File: config.mk
export PLATFORM = sky130hd
export DESIGN_NAME = uio_ctrl
export DESIGN_NICKNAME = d
export VERILOG_FILES = /design/src/uio_pkg.sv /design/src/uio_sample_if.sv /design/src/uio_pin_sampler.sv /design/src/uio_ctrl.sv
export SDC_FILE = /design/constraint.sdc
export NUM_CORES = 1
export LEC_CHECK = 0
export BUFFER_PORTS_ARGS = -buffer_cell sky130_fd_sc_hd__buf_4
export CAP_MARGIN = 20
export CORE_MARGIN = 8
export CORE_UTILIZATION = 55
export CTS_CLUSTER_SIZE = 10
export DETAILED_ROUTE_END_ITERATION = 12
export HOLD_SLACK_MARGIN = 0.08
export PLACE_DENSITY = 0.77
export RECOVER_POWER = 25
export SLEW_MARGIN = 30
export SYNTH_ARGS = -nofsm -noshare
export SYNTH_HDL_FRONTEND = slang
export SYNTH_SLANG_ARGS = --single-unit
File: constraint.sdc
create_clock -name sys_clk -period 2.4 [get_ports sys_clk]
set_input_delay 0.48 -clock sys_clk [delete_from_list [all_inputs] [get_ports sys_clk]]
set_output_delay 0.48 -clock sys_clk [all_outputs]
set_load 0.05 [all_outputs]
File: src/uio_pkg.sv
// Shared constants for the unified parallel I/O controller
package uio_pkg;

  // Geometry
  localparam int unsigned LINE_COUNT = 32;               // Implemented I/O lines
  localparam int unsigned ADDR_W     = 8;                // Register address width
  localparam int unsigned DATA_W     = 32;               // Register data width

  // Register byte offsets
  localparam logic [7:0] OFS_OUTPUT_ENABLE_SET       = 8'h10;
  localparam logic [7:0] OFS_OUTPUT_ENABLE_CLEAR     = 8'h14;
  localparam logic [7:0] OFS_DIRECTION_STATUS        = 8'h18;
  localparam logic [7:0] OFS_DRIVE_HIGH_SET          = 8'h30;
  localparam logic [7:0] OFS_DRIVE_LOW_SET           = 8'h34;
  localparam logic [7:0] OFS_PROGRAMMED_LEVEL_STATUS = 8'h38;
  localparam logic [7:0] OFS_PIN_LEVEL_STATUS        = 8'h3C;
  localparam logic [7:0] OFS_OPEN_DRAIN_SET          = 8'h40;
  localparam logic [7:0] OFS_OPEN_DRAIN_CLEAR        = 8'h44;
  localparam logic [7:0] OFS_OPEN_DRAIN_STATUS       = 8'h48;
  localparam logic [7:0] OFS_CLOCK_GATE_ON           = 8'h50;
  localparam logic [7:0] OFS_CLOCK_GATE_OFF          = 8'h54;
  localparam logic [7:0] OFS_CLOCK_GATE_STATUS       = 8'h58;
  localparam logic [7:0] OFS_CONTROLLER_COMMAND      = 8'h60;
  localparam logic [7:0] OFS_SPECIAL_FUNCTION_SELECT = 8'h64;
  localparam logic [7:0] OFS_LEVEL_CHANGE_STATUS     = 8'h70;
  localparam logic [7:0] OFS_IRQ_MASK_SET            = 8'h74;
  localparam logic [7:0] OFS_IRQ_MASK_CLEAR          = 8'h78;
  localparam logic [7:0] OFS_IRQ_MASK_STATUS         = 8'h7C;

  // Field positions
  localparam int unsigned CLOCK_OUT_SELECT_BIT = 31;     // Core clock onto line 31
  localparam int unsigned WAIT_IN_SELECT_BIT   = 30;     // Line 30 feeds bus wait
  localparam int unsigned CLOCK_OUT_LINE       = 31;     // Line shared with clock out
  localparam int unsigned WAIT_IN_LINE         = 30;     // Line shared with bus wait
  localparam int unsigned SOFT_RESET_BIT       = 0;      // Command register bit
  localparam int unsigned CLOCK_GATE_BIT       = 0;      // Clock gate bit

  // Writable bits of the mode register
  localparam logic [31:0] MODE_WRITE_MASK = 32'hC0000000;

  // Reset values
  localparam logic [31:0] RST_DIRECTION    = 32'h00000000;
  localparam logic [31:0] RST_LEVEL        = 32'h00000000;
  localparam logic [31:0] RST_OPEN_DRAIN   = 32'h00000000;
  localparam logic [31:0] RST_MODE         = 32'h00000000;
  localparam logic [31:0] RST_CHANGE       = 32'h00000000;
  localparam logic [31:0] RST_MASK         = 32'h00000000;
  localparam logic        RST_CLOCK_GATE   = 1'b0;
  localparam logic [31:0] READ_ZERO        = 32'h00000000;

  // Synchroniser settling cycles before change detection is armed
  localparam int unsigned SYNC_ARM_CYCLES = 2;

endpackage

File: src/uio_sample_if.sv
`timescale 1ns/1ps
// Synchronised pin levels and change pulses from the sampler
interface uio_sample_if;
  logic [31:0] level;                                   // Synchronised pin levels
  logic [31:0] change;                                  // One-cycle change pulses

  modport producer (output level, output change);
  modport consumer (input level, input change);
endinterface

File: src/uio_pin_sampler.sv
`timescale 1ns/1ps
// Two-stage synchroniser and edge detector for all lines
module uio_pin_sampler (
  // Clock and reset
  input  wire logic        sys_clk,
  input  wire logic        rst_n,
  // Raw pin levels
  input  wire logic [31:0] pin_in,
  // Sampled results
  uio_sample_if.producer   smp
);

  logic [31:0] meta_reg;                                // First stage, read only by second
  logic [31:0] sync_reg;                                // Second stage, safe level
  logic [31:0] prev_reg;                                // Level one cycle earlier
  logic [uio_pkg::SYNC_ARM_CYCLES-1:0] arm_reg;         // Settling shift chain
  logic        armed_reg;                               // Previous level flop also real

  // Synchroniser chain; never reset by soft reset so levels stay valid
  always_ff @(posedge sys_clk) begin
    if (!rst_n) begin
      meta_reg <= 32'h00000000;
      sync_reg <= 32'h00000000;
      prev_reg <= 32'h00000000;
    end else begin
      meta_reg <= pin_in;
      sync_reg <= meta_reg;
      prev_reg <= sync_reg;
    end
  end

  // Arm only once chain and previous flop hold real levels; the previous
  // flop keeps its reset zero one edge longer, so a line idling high
  // would otherwise show a false edge right after reset
  always_ff @(posedge sys_clk) begin
    if (!rst_n) begin
      arm_reg   <= '0;
      armed_reg <= 1'b0;
    end else begin
      arm_reg   <= {arm_reg[uio_pkg::SYNC_ARM_CYCLES-2:0], 1'b1};
      armed_reg <= arm_reg[uio_pkg::SYNC_ARM_CYCLES-1];
    end
  end

  // One pulse per settled transition, either direction
  assign smp.level  = sync_reg;
  assign smp.change = (sync_reg ^ prev_reg) & {32{armed_reg}};

endmodule

File: src/uio_ctrl.sv
// Notes on behaviour
// - Thirty-two dedicated lines, bit index equals line
// - Enable/disable writes set direction; status reads it
// - Set/clear writes program level; status reads it
// - Input lines are never driven, except line 31 with clock out selected
// - Pin level status returns actual pin levels
// - Mask set/clear by ones; zeros leave unchanged
// - Any pin edge sets its change bit while the clock gate is on
// - Interrupt when any unmasked change bit set
// - Reading change status returns then clears it
// - Unimplemented bits ignore writes, read zero
// - Open-drain lines drive low only, release high, except line 31 with clock out selected
// - Open-drain set/clear writes; status reports selection
// - Mode bit 31 selects clock out on line 31
// - Mode bit 30 selects bus wait on line 30
// - Selected lines carry clock or wait signal
// - Clock gate on/off writes; status bit 0
// - Soft reset clears all but clock gate
`timescale 1ns/1ps
module uio_ctrl (
  // Clock and reset
  input  wire logic        sys_clk,
  input  wire logic        rst_n,
  // Register port
  input  wire logic [7:0]  reg_addr,
  input  wire logic [31:0] reg_wdata,
  input  wire logic        reg_wr,
  input  wire logic        reg_rd,
  output logic      [31:0] reg_rdata,
  // I/O lines
  input  wire logic [31:0] pin_in,
  output logic      [31:0] pin_out,
  output logic      [31:0] pin_oe,
  // Special functions
  input  wire logic        core_clock_src,
  output logic             bus_wait_input_n,
  // Interrupt toward the system controller
  output logic             uio_irq
);

  // Write hit decode, shared by every write-triggered register
  function automatic logic wr_hit(input logic wr, input logic [7:0] addr, input logic [7:0] ofs);
    wr_hit = wr && (addr == ofs);
  endfunction

  // Set/clear update; clear bits drop, set bits rise
  function automatic logic [31:0] set_clr(input logic [31:0] cur, input logic [31:0] set_bits,
                                          input logic [31:0] clr_bits);
    set_clr = (cur | set_bits) & ~clr_bits;
  endfunction

  // Held state
  logic [31:0] direction_reg;                          // One marks an output line
  logic [31:0] level_reg;                              // Programmed output levels
  logic [31:0] open_drain_reg;                         // One marks open-drain line
  logic [31:0] mode_reg;                               // Special function select
  logic [31:0] change_reg;                             // Sticky change flags
  logic [31:0] mask_reg;                               // Interrupt mask
  logic        clock_gate_reg;                         // Peripheral clock state
  logic        irq_reg;                                // Interrupt output flop
  logic [31:0] pin_out_reg;                            // Pin drive value flop
  logic [31:0] pin_oe_reg;                             // Pin drive enable flop
  logic        wait_reg;                               // Wait output flop
  logic [31:0] rdata_reg;                              // Read data flop

  // Next values
  logic [31:0] change_next;                            // Change flags after events
  logic [31:0] rdata_next;                             // Read mux result
  logic [31:0] pin_out_next;                           // Per-line drive value
  logic [31:0] pin_oe_next;                            // Per-line drive enable

  // Decoded strobes
  logic        soft_rst;                               // Soft reset command
  logic        cfg_ok;                                 // Config writes allowed
  logic        change_rd;                              // Change status read
  logic [31:0] wr_dir_set;                             // Direction enable bits
  logic [31:0] wr_dir_clr;                             // Direction disable bits
  logic [31:0] wr_lvl_set;                             // Drive high bits
  logic [31:0] wr_lvl_clr;                             // Drive low bits
  logic [31:0] wr_od_set;                              // Open-drain enable bits
  logic [31:0] wr_od_clr;                              // Open-drain disable bits
  logic [31:0] wr_msk_set;                             // Mask enable bits
  logic [31:0] wr_msk_clr;                             // Mask disable bits

  // Sampler link
  uio_sample_if smp ();

  // Pin synchroniser and edge detector
  uio_pin_sampler u_sampler (
    .sys_clk (sys_clk),
    .rst_n   (rst_n),
    .pin_in  (pin_in),
    .smp     (smp.producer)
  );

  // Soft reset acts on a one in its bit only; a zero is harmless
  assign soft_rst = wr_hit(reg_wr, reg_addr, uio_pkg::OFS_CONTROLLER_COMMAND) &&
                    reg_wdata[uio_pkg::SOFT_RESET_BIT];

  // With the peripheral clock gated, configuration writes are lost
  assign cfg_ok = clock_gate_reg;

  // Status read that clears the change flags
  assign change_rd = reg_rd && (reg_addr == uio_pkg::OFS_LEVEL_CHANGE_STATUS);

  // Per-register write data, zero when not addressed
  assign wr_dir_set = wr_hit(reg_wr, reg_addr, uio_pkg::OFS_OUTPUT_ENABLE_SET)   ? reg_wdata : 32'h00000000;
  assign wr_dir_clr = wr_hit(reg_wr, reg_addr, uio_pkg::OFS_OUTPUT_ENABLE_CLEAR) ? reg_wdata : 32'h00000000;
  assign wr_lvl_set = wr_hit(reg_wr, reg_addr, uio_pkg::OFS_DRIVE_HIGH_SET)      ? reg_wdata : 32'h00000000;
  assign wr_lvl_clr = wr_hit(reg_wr, reg_addr, uio_pkg::OFS_DRIVE_LOW_SET)       ? reg_wdata : 32'h00000000;
  assign wr_od_set  = wr_hit(reg_wr, reg_addr, uio_pkg::OFS_OPEN_DRAIN_SET)      ? reg_wdata : 32'h00000000;
  assign wr_od_clr  = wr_hit(reg_wr, reg_addr, uio_pkg::OFS_OPEN_DRAIN_CLEAR)    ? reg_wdata : 32'h00000000;
  assign wr_msk_set = wr_hit(reg_wr, reg_addr, uio_pkg::OFS_IRQ_MASK_SET)        ? reg_wdata : 32'h00000000;
  assign wr_msk_clr = wr_hit(reg_wr, reg_addr, uio_pkg::OFS_IRQ_MASK_CLEAR)      ? reg_wdata : 32'h00000000;

  // Direction: ones in enable make outputs, ones in disable make inputs
  always_ff @(posedge sys_clk) begin
    if (!rst_n || soft_rst) begin
      direction_reg <= uio_pkg::RST_DIRECTION;
    end else if (cfg_ok) begin
      direction_reg <= set_clr(direction_reg, wr_dir_set, wr_dir_clr);
    end
  end

  // Programmed level, kept even while the line is an input
  always_ff @(posedge sys_clk) begin
    if (!rst_n || soft_rst) begin
      level_reg <= uio_pkg::RST_LEVEL;
    end else if (cfg_ok) begin
      level_reg <= set_clr(level_reg, wr_lvl_set, wr_lvl_clr);
    end
  end

  // Open-drain selection per line
  always_ff @(posedge sys_clk) begin
    if (!rst_n || soft_rst) begin
      open_drain_reg <= uio_pkg::RST_OPEN_DRAIN;
    end else if (cfg_ok) begin
      open_drain_reg <= set_clr(open_drain_reg, wr_od_set, wr_od_clr);
    end
  end

  // Mode register; only the two select bits exist
  always_ff @(posedge sys_clk) begin
    if (!rst_n || soft_rst) begin
      mode_reg <= uio_pkg::RST_MODE;
    end else if (cfg_ok && wr_hit(reg_wr, reg_addr, uio_pkg::OFS_SPECIAL_FUNCTION_SELECT)) begin
      mode_reg <= reg_wdata & uio_pkg::MODE_WRITE_MASK;
    end
  end

  // Interrupt mask; zero bits in either write leave the mask alone
  always_ff @(posedge sys_clk) begin
    if (!rst_n || soft_rst) begin
      mask_reg <= uio_pkg::RST_MASK;
    end else if (cfg_ok) begin
      mask_reg <= set_clr(mask_reg, wr_msk_set, wr_msk_clr);
    end
  end

  // Clock gate survives soft reset and accepts writes while off
  always_ff @(posedge sys_clk) begin
    if (!rst_n) begin
      clock_gate_reg <= uio_pkg::RST_CLOCK_GATE;
    end else if (wr_hit(reg_wr, reg_addr, uio_pkg::OFS_CLOCK_GATE_ON) &&
                 reg_wdata[uio_pkg::CLOCK_GATE_BIT]) begin
      clock_gate_reg <= 1'b1;
    end else if (wr_hit(reg_wr, reg_addr, uio_pkg::OFS_CLOCK_GATE_OFF) &&
                 reg_wdata[uio_pkg::CLOCK_GATE_BIT]) begin
      clock_gate_reg <= 1'b0;
    end
  end

  // Change flags: with the gate on, a new edge wins over a read or soft reset in the same cycle
  always_comb begin
    change_next = change_reg;
    if (change_rd || soft_rst) begin
      change_next = 32'h00000000;
    end
    if (cfg_ok) begin
      change_next = change_next | smp.change;
    end
  end

  // Sticky change register
  always_ff @(posedge sys_clk) begin
    if (!rst_n) begin
      change_reg <= uio_pkg::RST_CHANGE;
    end else begin
      change_reg <= change_next;
    end
  end

  // Interrupt follows the flags one cycle later
  always_ff @(posedge sys_clk) begin
    if (!rst_n) begin
      irq_reg <= 1'b0;
    end else begin
      irq_reg <= |(change_reg & mask_reg);
    end
  end

  // Per-line drive; open drain never drives a one, except line 31 with clock out selected
  always_comb begin
    pin_out_next = 32'h00000000;
    pin_oe_next  = 32'h00000000;
    for (int i = 0; i < uio_pkg::LINE_COUNT; i++) begin
      if (!direction_reg[i]) begin
        pin_oe_next[i]  = 1'b0;
        pin_out_next[i] = 1'b0;
      end else if (open_drain_reg[i]) begin
        pin_oe_next[i]  = ~level_reg[i];
        pin_out_next[i] = 1'b0;
      end else begin
        pin_oe_next[i]  = 1'b1;
        pin_out_next[i] = level_reg[i];
      end
    end
    // Clock out takes line 31 over, whatever its direction
    if (mode_reg[uio_pkg::CLOCK_OUT_SELECT_BIT]) begin
      pin_oe_next[uio_pkg::CLOCK_OUT_LINE]  = 1'b1;
      pin_out_next[uio_pkg::CLOCK_OUT_LINE] = core_clock_src;
    end
    // Wait input needs line 30 released so the bus device can drive it
    if (mode_reg[uio_pkg::WAIT_IN_SELECT_BIT]) begin
      pin_oe_next[uio_pkg::WAIT_IN_LINE]  = 1'b0;
      pin_out_next[uio_pkg::WAIT_IN_LINE] = 1'b0;
    end
  end

  // Pin drive flops; one cycle behind the registers
  always_ff @(posedge sys_clk) begin
    if (!rst_n) begin
      pin_out_reg <= 32'h00000000;
      pin_oe_reg  <= 32'h00000000;
    end else begin
      pin_out_reg <= pin_out_next;
      pin_oe_reg  <= pin_oe_next;
    end
  end

  // Wait line toward the bus interface; idle high when not selected
  always_ff @(posedge sys_clk) begin
    if (!rst_n) begin
      wait_reg <= 1'b1;
    end else if (mode_reg[uio_pkg::WAIT_IN_SELECT_BIT]) begin
      wait_reg <= smp.level[uio_pkg::WAIT_IN_LINE];
    end else begin
      wait_reg <= 1'b1;
    end
  end

  // Read mux; write-only and unmapped offsets read zero
  always_comb begin
    rdata_next = uio_pkg::READ_ZERO;
    unique case (reg_addr)
      uio_pkg::OFS_DIRECTION_STATUS: begin
        rdata_next = direction_reg;
      end
      uio_pkg::OFS_PROGRAMMED_LEVEL_STATUS: begin
        rdata_next = level_reg;
      end
      uio_pkg::OFS_PIN_LEVEL_STATUS: begin
        rdata_next = smp.level;
      end
      uio_pkg::OFS_OPEN_DRAIN_STATUS: begin
        rdata_next = open_drain_reg;
      end
      uio_pkg::OFS_CLOCK_GATE_STATUS: begin
        rdata_next = {31'h00000000, clock_gate_reg};
      end
      uio_pkg::OFS_SPECIAL_FUNCTION_SELECT: begin
        rdata_next = mode_reg;
      end
      uio_pkg::OFS_LEVEL_CHANGE_STATUS: begin
        rdata_next = change_reg;
      end
      uio_pkg::OFS_IRQ_MASK_STATUS: begin
        rdata_next = mask_reg;
      end
      default: begin
        rdata_next = uio_pkg::READ_ZERO;
      end
    endcase
  end

  // Read data stands only in the cycle after the strobe
  always_ff @(posedge sys_clk) begin
    if (!rst_n) begin
      rdata_reg <= uio_pkg::READ_ZERO;
    end else if (reg_rd) begin
      rdata_reg <= rdata_next;
    end else begin
      rdata_reg <= uio_pkg::READ_ZERO;
    end
  end

  // Outputs straight from flops
  assign reg_rdata        = rdata_reg;
  assign pin_out          = pin_out_reg;
  assign pin_oe           = pin_oe_reg;
  assign bus_wait_input_n = wait_reg;
  assign uio_irq          = irq_reg;

endmodule

Word-level counts from Yosys, hierarchy flattened
Cells that the tools add are included.
{"block": "classes", "shift": 0, "n_reduce_logical": 86, "order_cmp": 0, "n_div": 0, "add_sub_neg": 0, "mul": 0, "n_eq_ne": 19, "bitwise_logic": 80, "mux": 51}
{"op": "two-way mux 32 bit", "n": 10}
{"op": "case mux 32 bit (8 select lines)", "n": 1}
{"op": "bitwise AND 32 bit", "n": 6}
{"op": "OR 32 bit", "n": 5}
{"op": "inverter 32 bit", "n": 4}
{"op": "== test 8 x 7 -> 1 bit, second input constant", "n": 12}
{"op": "OR reduction 3 bit", "n": 31}
{"op": "inverter 1 bit", "n": 64}
{"op": "AND reduction 2 bit", "n": 32}
{"op": "two-way mux 1 bit", "n": 40}
{"op": "== test 8 x 6 -> 1 bit, second input constant", "n": 4}
{"op": "OR reduction 32 bit", "n": 1}
{"op": "bitwise XOR 32 bit", "n": 1}
{"op": "== test 8 x 5 -> 1 bit, second input constant", "n": 3}
{"op": "logical AND 1 bit", "n": 17}
{"op": "OR reduction 4 bit", "n": 1}
{"op": "logical OR 1 bit", "n": 2}
{"op": "nonzero test 2 bit", "n": 1}
{"op": "logical NOT 1 bit", "n": 1}
{"block": "word_totals", "ram_bits": 0, "memories": 0, "out_inout_bits": 98, "mem_bits_ro": 0, "register_bits": 360, "latch_bits": 0}

Depth between registers and ports, before layout
Gate-level depths: netlist (run 1).
{"block": "depth", "ltp_word": 7, "mapped_depth": 8, "ltp_nobuf": 5}

Cells and area by module
A second synthesis (run 1) with hierarchy kept.
{"block": "hier_totals", "cells_unflattened": 1362, "hier_area_um2": 13560.5}
{"module": "uio_ctrl", "area_each_um2": 10406.2, "instances": 1, "seq_area_each_um2": 5225.0, "cells_each": 1088}
{"module": "uio_pin_sampler", "area_each_um2": 3154.3, "instances": 1, "seq_area_each_um2": 1981.9, "cells_each": 274}

Worst setup path before layout (run 1)
Ideal clock, no wire load.
{"block": "synth_timing", "path_type": "input to register", "start": "in reg_addr[4]", "end": "reg rdata_reg[30] (netlist: reg_rdata[30])", "t_required_ps": 2262, "cell_stages": 7, "path_slack_ps": 239, "setup_time_ps": 138, "arrival_ps": 2023, "cell_sequence": "buf_2 and4bb_2 and3_4 or4_4 o211ai_4 buf_6 a31oi_2"}
{"block": "synth_via", "elab_chain_len": 2, "elab_cells_between_ends": 9}
{"item": "from (decl)", "line": "uio_ctrl.sv:25", "rtl": "input wire logic [7:0] reg_addr,"}
{"item": "== test 8 x 7 -> 1 bit (tied with other cells)", "line": "uio_ctrl.sv:256", "rtl": "unique case (reg_addr)"}
{"item": "case mux 32 bit (8 select lines) *", "line": "uio_ctrl.sv:256"}
{"item": "to (signal assigned)", "line": "uio_ctrl.sv:290", "rtl": "rdata_reg <= uio_pkg::READ_ZERO;"}
{"item": "to (signal assigned)", "line": "uio_ctrl.sv:292", "rtl": "rdata_reg <= rdata_next;"}
{"item": "to (signal assigned)", "line": "uio_ctrl.sv:294", "rtl": "rdata_reg <= uio_pkg::READ_ZERO;"}
{"item": "to (decl)", "line": "uio_ctrl.sv:64", "rtl": "logic [31:0] rdata_reg;"}
Every way passes the cells marked *; elsewhere a longest branch is shown, timed or not.
A chain may end at the register's enable or synchronous reset.

Worst setup path after layout (run 1)
{"block": "layout_timing", "start": "in rst_n", "end": "reg pin_out_reg[12] (netlist: pin_out[12])"}
{"block": "layout_via", "elab_chain_len": 2}
{"item": "from (decl)", "line": "uio_ctrl.sv:23", "rtl": "input wire logic rst_n,"}
{"item": "inverter 1 bit (no line)"}
{"item": "OR reduction 3 bit (no line)"}
{"item": "to (signal assigned)", "line": "uio_ctrl.sv:237", "rtl": "pin_out_reg <= pin_out_next;"}
{"item": "to (decl)", "line": "uio_ctrl.sv:61", "rtl": "logic [31:0] pin_out_reg;"}
No other way between the ends.

==> metrics, run 1 <==
status=finished clean; met3 usage=6.43%; Skew-Pair Late Insertion Delay=0.53 ns; fin nets=1,643; Post-synth EDFFs=0; Peak supply drop=0.537 mV; Wirelength per Cell=21.4 µm; via count=11,500; vias per cell=6.07; CTS tree=done; clock root buffer=clkbuf_16; Congestion Overflow GR=0; Hold Path Class=in -> reg; initial antenna violation count=0; H-tree depth=2; cell taking the most area after synthesis=dfxtp_1; Die Area=0.0291 mm²; Critical Path End Type=register; first-pass GRT wire length=61.5 mm; All-Layer GR Usage=27.0%; clock-pin slew on the worst setup and hold paths=0.05 ns; Worst path max stage delay=0.90 ns; crit path kind=in -> reg; PortBufs=174; DRT Wirelength=40.5 mm; I/O pins=175; Final period util=80.4%; postcts setup bufs=0; most frequent cell after synthesis=dfxtp_1; met1 Use GR=35.0%; synth cell count leaders=360 x dfxtp_1, 165 x a21oi_1, 132 x and2_1; setup_tns=0 ns; Iter 0 DRT Violations=1,338; post-synth top area share=54.9%; clk_skew=0.0164 ns; GR met2 Demand/Resource=41.9%; RSZ-0062 raised after global routing=false; cells after synthesis=1,385; yosys warns=0; # diodes=0; Highest Clock Rate=518 MHz; die height=171 µm; clock sink count=360; pwr/cell area=737 mW/mm²; CTS Buf Count=42; Max-cap violations=0; Pleak=0.00562 µW; largest net degree at the start of global routing=46; synthesized cell area=0.0131 mm²; syn nets=1,462; Synth area leaders=dfxtp_1 55%, a21oi_1 6.3%, and2_1 6.3%; final setup vio count=0; core region area=0.0235 mm²; PnR worst setup slack=0.470 ns; post-route DRC violation count=0; Req. time, crit path=2.81 ns; post-synthesis sequential area ratio=54.9%; number of global-route vias before repair=11,200; Final Slew Violations=0; Layout area overhead=22.9%; async set-or-reset flop fraction in the synthesized netlist=0%; Most used DFF post-synth=dfxtp_1; Die X=171 µm; DP Worst Slack=0.158 ns; fin crit period=1.93 ns; busiest layer in global routing=met2; Fin. Hold Viols=0; proportion of layout cells with a drive suffix above 1=19.2%; Mean Syn Cell Area=9.48 µm²; Yosys cell types=51; Relative slew margins=15.9%; Routability Congestion=0.928; ANT nets after route=0; CP Max Fanout=21; CP Cell Sequence=clkbuf_1 > clkbuf_1 > nand2_1 > nor3b_1; highest-delay cell along the critical path=clkbuf_1; Starting Density=55.9%; cell row count=56; Worst setup SP type=input port; TritonRoute pass-1 iters=6; Seq cells post-synth=360; worst slew pin tran=1.26 ns; post-layout util=68.8%; WP data arrival=2.34 ns; flop2flop setup slack=0.72 ns; post-detail-place hpwl=27.5 mm; Total Power=11,900 µW; Longest Clk Path Bufs=3; cts hold-fix bufs=0; cell mode on critical path=clkbuf_1; post-CTS resize count=0
## per-layer routing
metal	vias to the layer above	routed length, µm	part of all wire (%)
li1	5253	-	-
met1	5366	16200	40
met2	740	17800	44
met3	122	4690	12
met4	0	1800	4.5
met5	-	0	0
## worst max-delay path: cells and delay by family
| kind | cells | cell delay [ns] |
|---|---|---|
| buf+inv | 2 | 1.42 |
| simple gates | 2 | 0.41 |
## path summary, 6_finish.rpt
| check | from | end | cells after the start |
|---|---|---|---|
| max | rst_n | pin_out[12]$_SDFF_PP0_ | 4 |
| min | pin_in[24] | u_sampler.meta_reg[24]$_SDFF_PN0_ | 2 |
| max reg2reg | change_reg[8]$_SDFF_PN0_ | uio_irq$_SDFF_PN0_ | 4 |
| min reg2reg | u_sampler.meta_reg[5]$_SDFF_PN0_ | u_sampler.smp.level[5]$_SDFF_PN0_ | 1 |
## power by group
group	switching, µW	internal [µW]	leakage (µW)
clock	2220	3200	0.000545
sequential	39.6	6050	0.00292
combinational	209	179	0.00216
total	2470	9420	0.00562
## through the flow
stage	hold slack, ns	instances	area [µm²]
3_5_place_dp	0.417	1841	15000
5_1_grt	0.159	1890	16100
6_report	0.161	1890	16100
3_3_place_gp	0.415	1841	15000
4_1_cts	0.149	1890	16200
2_1_floorplan	0.403	1385	13100
## layout make-up
cell class              instances  area (µm²)
clock buffers                  47        1100
clock inverters                 2        16.3
fillers                      1809        7330
inverters                       1        3.75
multi-input cells             930        5540
flip-flops and latches        360        7210
well taps                     319         399
repair buffers                231        1870
## cells by family after synthesis
group	synth area share (%)
simple gates	20.4
flops	54.9
mux	0.534
buf+inv	3.19
compound gates	18.8
xor+xnor	2.20
## cell usage in the layout, fill, tap and decap left out, types with 3 or more instances in the layout
cell | Yosys | final
nand2_1 | 110 | 110
mux2i_1 | 7 | 7
buf_12 | 0 | 12
a222oi_1 | 8 | 8
a31oi_2 | 5 | 5
clkbuf_1 | 57 | 6
nor3b_1 | 33 | 33
o2bb2ai_1 | 32 | 32
a21oi_1 | 165 | 164
and2_0 | 1 | 30
xnor2_1 | 32 | 32
a221oi_1 | 4 | 4
a211oi_1 | 32 | 32
dfxtp_1 | 360 | 359
nand2b_1 | 3 | 3
o22ai_1 | 8 | 8
nor2b_1 | 3 | 3
nor2_2 | 1 | 6
a31oi_1 | 23 | 23
and2_1 | 132 | 103
a21oi_2 | 5 | 6
buf_4 | 0 | 216
nor3_1 | 99 | 99
a22oi_1 | 61 | 61
nand4_1 | 4 | 4
clkbuf_16 | 0 | 43
nor2_1 | 112 | 107
a22o_1 | 22 | 22
nand3b_1 | 3 | 3
Note: power is estimated with default switching activity, not from simulation.
==> run 2, diff against run 1 <==
Settings changed: CORE_UTILIZATION 55 to 51, PLACE_DENSITY 0.77 to 0.75.
Clock period 2.4 ns to 1.74 ns, I/O delays scaled along.
==> run 2 against run 1 <==
  * Register-to-register slack worse by 0.48 ns
  * Die area grew 7.1%
  * Non-clock buffer count grew 65
  * Global-route usage shrank 0.40 points
  * Setup slack worse by 0.26 ns
  * Design area is 4.5% higher
  * Power is 40% higher
==> metrics, run 2 (synthesis gave the netlist of run 1 again) <==
CTS Buf Count=42 (unchanged); final setup vio count=0 (unchanged); number of global-route vias before repair=11,500 (+2.3%); non-filler cells, final=1,968 (+4.1%); initial antenna violation count=1 (+1); Congestion Overflow GR=0 (unchanged); Iter 0 DRT Violations=1,413 (+5.6%); crit path kind=in -> reg; post-CTS resize count=0 (unchanged); Worst setup SP type=input port; R2R cell count=5 (+1); Wirelength per Cell=21.7 µm (+1.3%); Hold Startpoint=core_clock_src; Hold Crit Depth=3 (+1); Highest Clock Rate=655 MHz; busiest layer in global routing=met2; proportion of layout cells with a drive suffix above 1=20.6% (+1.5 points); Max-cap violations=0 (unchanged); CP Max Fanout=12 (-43%); clk_skew=0.0112 ns (-0.00524 ns); DRT Wirelength=42.7 mm (+5.5%); cell row count=58 (+3.6%); ANT nets after route=0 (unchanged); PortBufs=174 (unchanged); Hold Path Class=in -> reg; Skew-Pair Late Insertion Delay=0.53 ns (about the same); cts hold-fix bufs=32 (+32); Relative slew margins=29.3% (+13 points); Final Slew Violations=0 (unchanged); TritonRoute pass-1 iters=8 (+2); largest net degree at the start of global routing=41 (-11%); fin nets=1,708 (+4.0%); Die Area=0.0311 mm² (+7.1%); Layout area overhead=28.5%; met1 Use GR=33.9% (-1.1 points); met3 usage=5.96% (-0.47 points); clock sink count=360 (unchanged); Die X=176 µm (+3.5%); WP data arrival=1.97 ns (-0.37 ns); Starting Density=52.0% (-3.9 points); Total Power=16,700 µW (+40%); postcts setup bufs=0 (unchanged); Final period util=87.8%; clock root buffer=clkbuf_16; H-tree depth=2 (unchanged); worst slew pin tran=1.06 ns (-0.200 ns); post-layout util=66.8% (-2.0 points); Peak supply drop=0.811 mV (+51%); Pleak=0.00597 µW (+6.3%); fin crit period=1.53 ns; pwr/cell area=988 mW/mm² (+34%); core region area=0.0253 mm² (+7.6%); Placed Cells=1,885 (+2.4%); setup_tns=0 ns (unchanged); post-detail-place hpwl=29.0 mm (+5.7%); most common cell after layout, fill and taps aside=dfxtp_1; post-route DRC violation count=0 (unchanged); Routability Congestion=0.917 (-1.1%); commonest cells after routing, fill and taps aside=359 x dfxtp_1, 239 x buf_4, 164 x a21oi_1; clock-pin slew on the worst setup and hold paths=0.05 ns (about the same); GR met2 Demand/Resource=41.8% (-0.10 points); Critical Path End Type=register; All-Layer GR Usage=26.6% (-0.40 points); first-pass GRT wire length=65.1 mm (+5.9%); CP Launch Point=reg_addr[2]; vias per cell=5.96 (-1.9%); Req. time, crit path=2.18 ns (-0.63 ns); via count=11,700 (+2.2%); worst r2r src=change_reg[8]$_SDFF_PN0_; I/O pins=175 (unchanged); Fin. Hold Viols=0 (unchanged); RSZ-0062 raised after global routing=false; CTS tree=done; status=finished clean; die height=176 µm (+3.5%); Longest Clk Path Bufs=3 (unchanged)
## run 2: cell count changes in the layout (fill, tap and decap cells not counted), sizes merged
cell / before / now
inv: 2 / 1
clkbuf: 50 / 55
clkinvlp: 1 / 0
buf: 228 / 258
diode: 0 / 1
dlygate4sd3: 0 / 32
clkinv: 0 / 1
## run 2: path summary, 6_finish.rpt
path | to | slack (ns)
max reg2reg | uio_irq$_SDFF_PN0_ | 0.24
max | reg_rdata[9]$_SDFF_PN0_ | 0.21
min reg2reg | u_sampler.smp.level[22]$_SDFF_PN0_ | 0.43
min | pin_out[31]$_SDFF_PN0_ | 0.1
## run 2: worst max-delay path: stages
cell and delay (ns):
buf_4 0.11, buf_4 0.17, nand2_1 0.06, nor3_1 0.44, buf_4 0.38, a22o_1 0.19
nand2_1 0.06, a31oi_1 0.19
## run 2: area by class of cell
| class | instances | area (µm²) |
|---|---|---|
| fill | 1978 | 8380 |
| sequential | 360 | 7210 |
| multi-input combinational | 930 | 5560 |
| timing repair buffer | 296 | 2530 |
| clock buffer | 49 | 1140 |
| tap | 330 | 413 |
| clock inverter | 1 | 8.76 |
| inverter | 1 | 3.75 |
| antenna | 1 | 2.50 |
## run 2: routing by layer
| metal | share of wire [%] | wire length, µm | vias up |
|---|---|---|---|
| li1 | - | - | 5389 |
| met1 | 40 | 16900 | 5514 |
| met2 | 45 | 19200 | 685 |
| met3 | 11 | 4770 | 144 |
| met4 | 4.3 | 1820 | 0 |
| met5 | 0 | 0 | - |
## run 2: through the flow
step | cell area (µm²) | hold slack [ns] | setup slack [ns]
2_1_floorplan | 13200 | 0.376 | -0.142
6_report | 16900 | 0.0967 | 0.213
3_5_place_dp | 15400 | 0.418 | -0.259
5_1_grt | 16900 | 0.114 | 0.133
4_1_cts | 16900 | 0.0905 | 0.239
3_3_place_gp | 15400 | 0.414 | -0.211
## run 2: where the power goes
| part | internal (µW) | leakage, µW | total, µW | switching (µW) |
|---|---|---|---|---|
| clock network | 4550 | 0.000563 | 7610 | 3070 |
| logic | 339 | 0.00249 | 659 | 320 |
| registers | 8340 | 0.00292 | 8400 | 54.9 |
==> run 3, diff against run 2 <==
Settings changed: CORE_UTILIZATION 51 to 55, PLACE_DENSITY 0.75 to 0.77.
Clock period 1.74 ns to 1.95 ns, I/O delays scaled along.
==> run 3 against run 2 <==
  * Non-clock buffer count is 19 lower
  * Combinational power is 16% lower
  * Wire length fell by 2.4%
  * Power decreased by 13%
  * Clock-buffer cell count fell by 8
  * Critical path type is now reg -> reg
  * Largest cell class unchanged
  * Sequential power fell by 11%
==> metrics, run 3 (synthesis gave the netlist of run 1 again) <==
clock root buffer=clkbuf_16; Fin. Hold Viols=0 (unchanged); clk_skew=0.0179 ns (+0.00669 ns); Congestion Overflow GR=0 (unchanged); cell row count=56 (-3.4%); via count=11,800 (+0.78%); PortBufs=174 (unchanged); FF-to-FF End=uio_irq$_SDFF_PN0_; Placed Cells=1,860 (-1.3%); initial antenna violation count=0 (-1); Final Slew Violations=0 (unchanged); Die X=171 µm (-3.4%); DRT Wirelength=41.7 mm (-2.4%); Routability Congestion=0.983 (+7.1%); Peak supply drop=0.558 mV (-31%); H-tree depth=2 (unchanged); highest-delay cell along the critical path=a221oi_1; die height=171 µm (-3.4%); largest net degree at the start of global routing=70 (+71%); ANT nets after route=0 (unchanged); Final period util=91.3%; Skew-Pair Late Insertion Delay=0.53 ns (about the same); vias per cell=6.13 (+2.8%); worst r2r src=change_reg[8]$_SDFF_PN0_; number of global-route vias before repair=11,400 (-0.39%); CP Launch Point=change_reg[8]$_SDFF_PN0_; Worst path max stage delay=0.47 ns (+0.03 ns); Iter 0 DRT Violations=1,507 (+6.7%); Hold Path Class=in -> reg; most common cell after layout, fill and taps aside=dfxtp_1; crit path kind=reg -> reg; proportion of layout cells with a drive suffix above 1=19.9% (-0.72 points); Hold Crit Depth=2 (-1); Worst setup SP type=register; CTS Buf Count=41 (-2.4%); All-Layer GR Usage=28.1% (+1.5 points); Wirelength per Cell=21.6 µm (-0.47%); fin crit period=1.78 ns; postcts setup bufs=0 (unchanged); post-detail-place hpwl=27.8 mm (-4.2%); PnR worst setup slack=0.170 ns (-0.0429 ns); worst slew pin tran=0.893 ns (-0.168 ns); CP Cell Sequence=a22o_1 > a221oi_1 > buf_4 > nand4_1 > o31a_1; Highest Clock Rate=562 MHz; R2R cell count=5 (unchanged); non-filler cells, final=1,930 (-1.9%); Max-cap violations=0 (unchanged); Worst Hold Endpoint=u_sampler.meta_reg[5]$_SDFF_PN0_; Hold Startpoint=pin_in[5]; Critical Path End Type=register; CP Max Fanout=3 (-9); core region area=0.0235 mm² (-7.1%); fin nets=1,688 (-1.2%); Layout area overhead=26.1%; Req. time, crit path=2.34 ns (+0.16 ns); WP data arrival=2.17 ns (+0.20 ns); clock sink count=360 (unchanged); pwr/cell area=874 mW/mm² (-12%); Longest Clk Path Bufs=3 (unchanged); fill cell count=1,700 (-14%); Starting Density=55.9% (+3.9 points); # diodes=0 (-1); clock-pin slew on the worst setup and hold paths=0.06 ns (about the same); Pleak=0.00583 µW (-2.4%); status=finished clean; first-pass GRT wire length=63.8 mm (-2.0%); I/O pins=175 (unchanged); Total Power=14,500 µW (-13%); Die Area=0.0291 mm² (-6.6%); Relative slew margins=40.4% (+11 points); CTS tree=done; commonest cells after routing, fill and taps aside=359 x dfxtp_1, 230 x buf_4, 164 x a21oi_1; RSZ-0062 raised after global routing=false; post-route DRC violation count=0 (unchanged); flop2flop setup slack=0.17 ns (-0.07 ns); DP Worst Slack=-0.0914 ns (+0.167 ns); TritonRoute pass-1 iters=9 (+1); final setup vio count=0 (unchanged)
## run 3: cell count changes in the layout (fill, tap and decap cells not counted), sizes merged
cell,previous run,this run
buf,258,247
clkinv,1,0
inv,1,3
diode,1,0
clkbuf,55,44
dlygate4sd3,32,27
## run 3: worst max-delay path by stage
stage,to,slack (ns),cells past startpoint
floorplan,reg_rdata[30]$_SDFF_PN0_,0.001,7
global placement,direction_reg[9]$_SDFFE_PP0P_,-0.09,8
detailed placement,reg_rdata[17]$_SDFF_PN0_,-0.09,7
CTS,uio_irq$_SDFF_PN0_,0.22,5
global route,u_sampler.prev_reg[4]$_SDFF_PN0_,0.13,4
finish,uio_irq$_SDFF_PN0_,0.17,5
## run 3: per-layer routing
| layer | GRT usage [%] | routed length [µm] | vias up |
|---|---|---|---|
| met3 | 7.40 | 5360 | 135 |
| met1 | 36.3 | 16000 | 5526 |
| li1 | - | - | 5356 |
| met2 | 43.8 | 18400 | 806 |
| met4 | 12.2 | 1880 | 0 |
| met5 | 0 | 0 | - |
## run 3: area by class of cell
type                       count  area [µm²]  area share, %
timing repair buffer         277        2350           14.2
clock buffer                  41        1030           6.20
clock inverter                 2        17.5          0.106
sequential                   360        7210           43.5
inverter                       1        3.75         0.0227
tap                          319         399           2.41
multi-input combinational    930        5550           33.5
## run 3: through the flow
stage | hold slack, ns | instance area, µm² | utilization (%) | TNS (ns)
6_report | 0.0928 | 16600 | 70.5 | 0
4_1_cts | 0.0832 | 16600 | 70.6 | 0
2_1_floorplan | 0.403 | 13200 | - | 0
3_3_place_gp | 0.416 | 15200 | 65.0 | -7.54
3_5_place_dp | 0.419 | 15200 | 65.0 | -6.43
5_1_grt | 0.0833 | 16600 | 70.5 | 0
## run 3: power by group
group          switching [µW]  leakage, µW  internal, µW
Clock                    2720     0.000514          3700
Sequential               50.5      0.00292          7440
Combinational             273      0.00240           279
## run 3: timing repair
item,4_1_cts,5_1_grt
hold buffers,27,0
resized for setup,0,0
hold endpoints to repair,27,0
## run 3: critical path: cells and delay by family (launching register included)
family,cells,cell delay [ns]
DFF,1,0.33
AOI/OAI and AO/OA,3,1.02
and+or+nand+nor,1,0.08
buffers and inverters,1,0.21
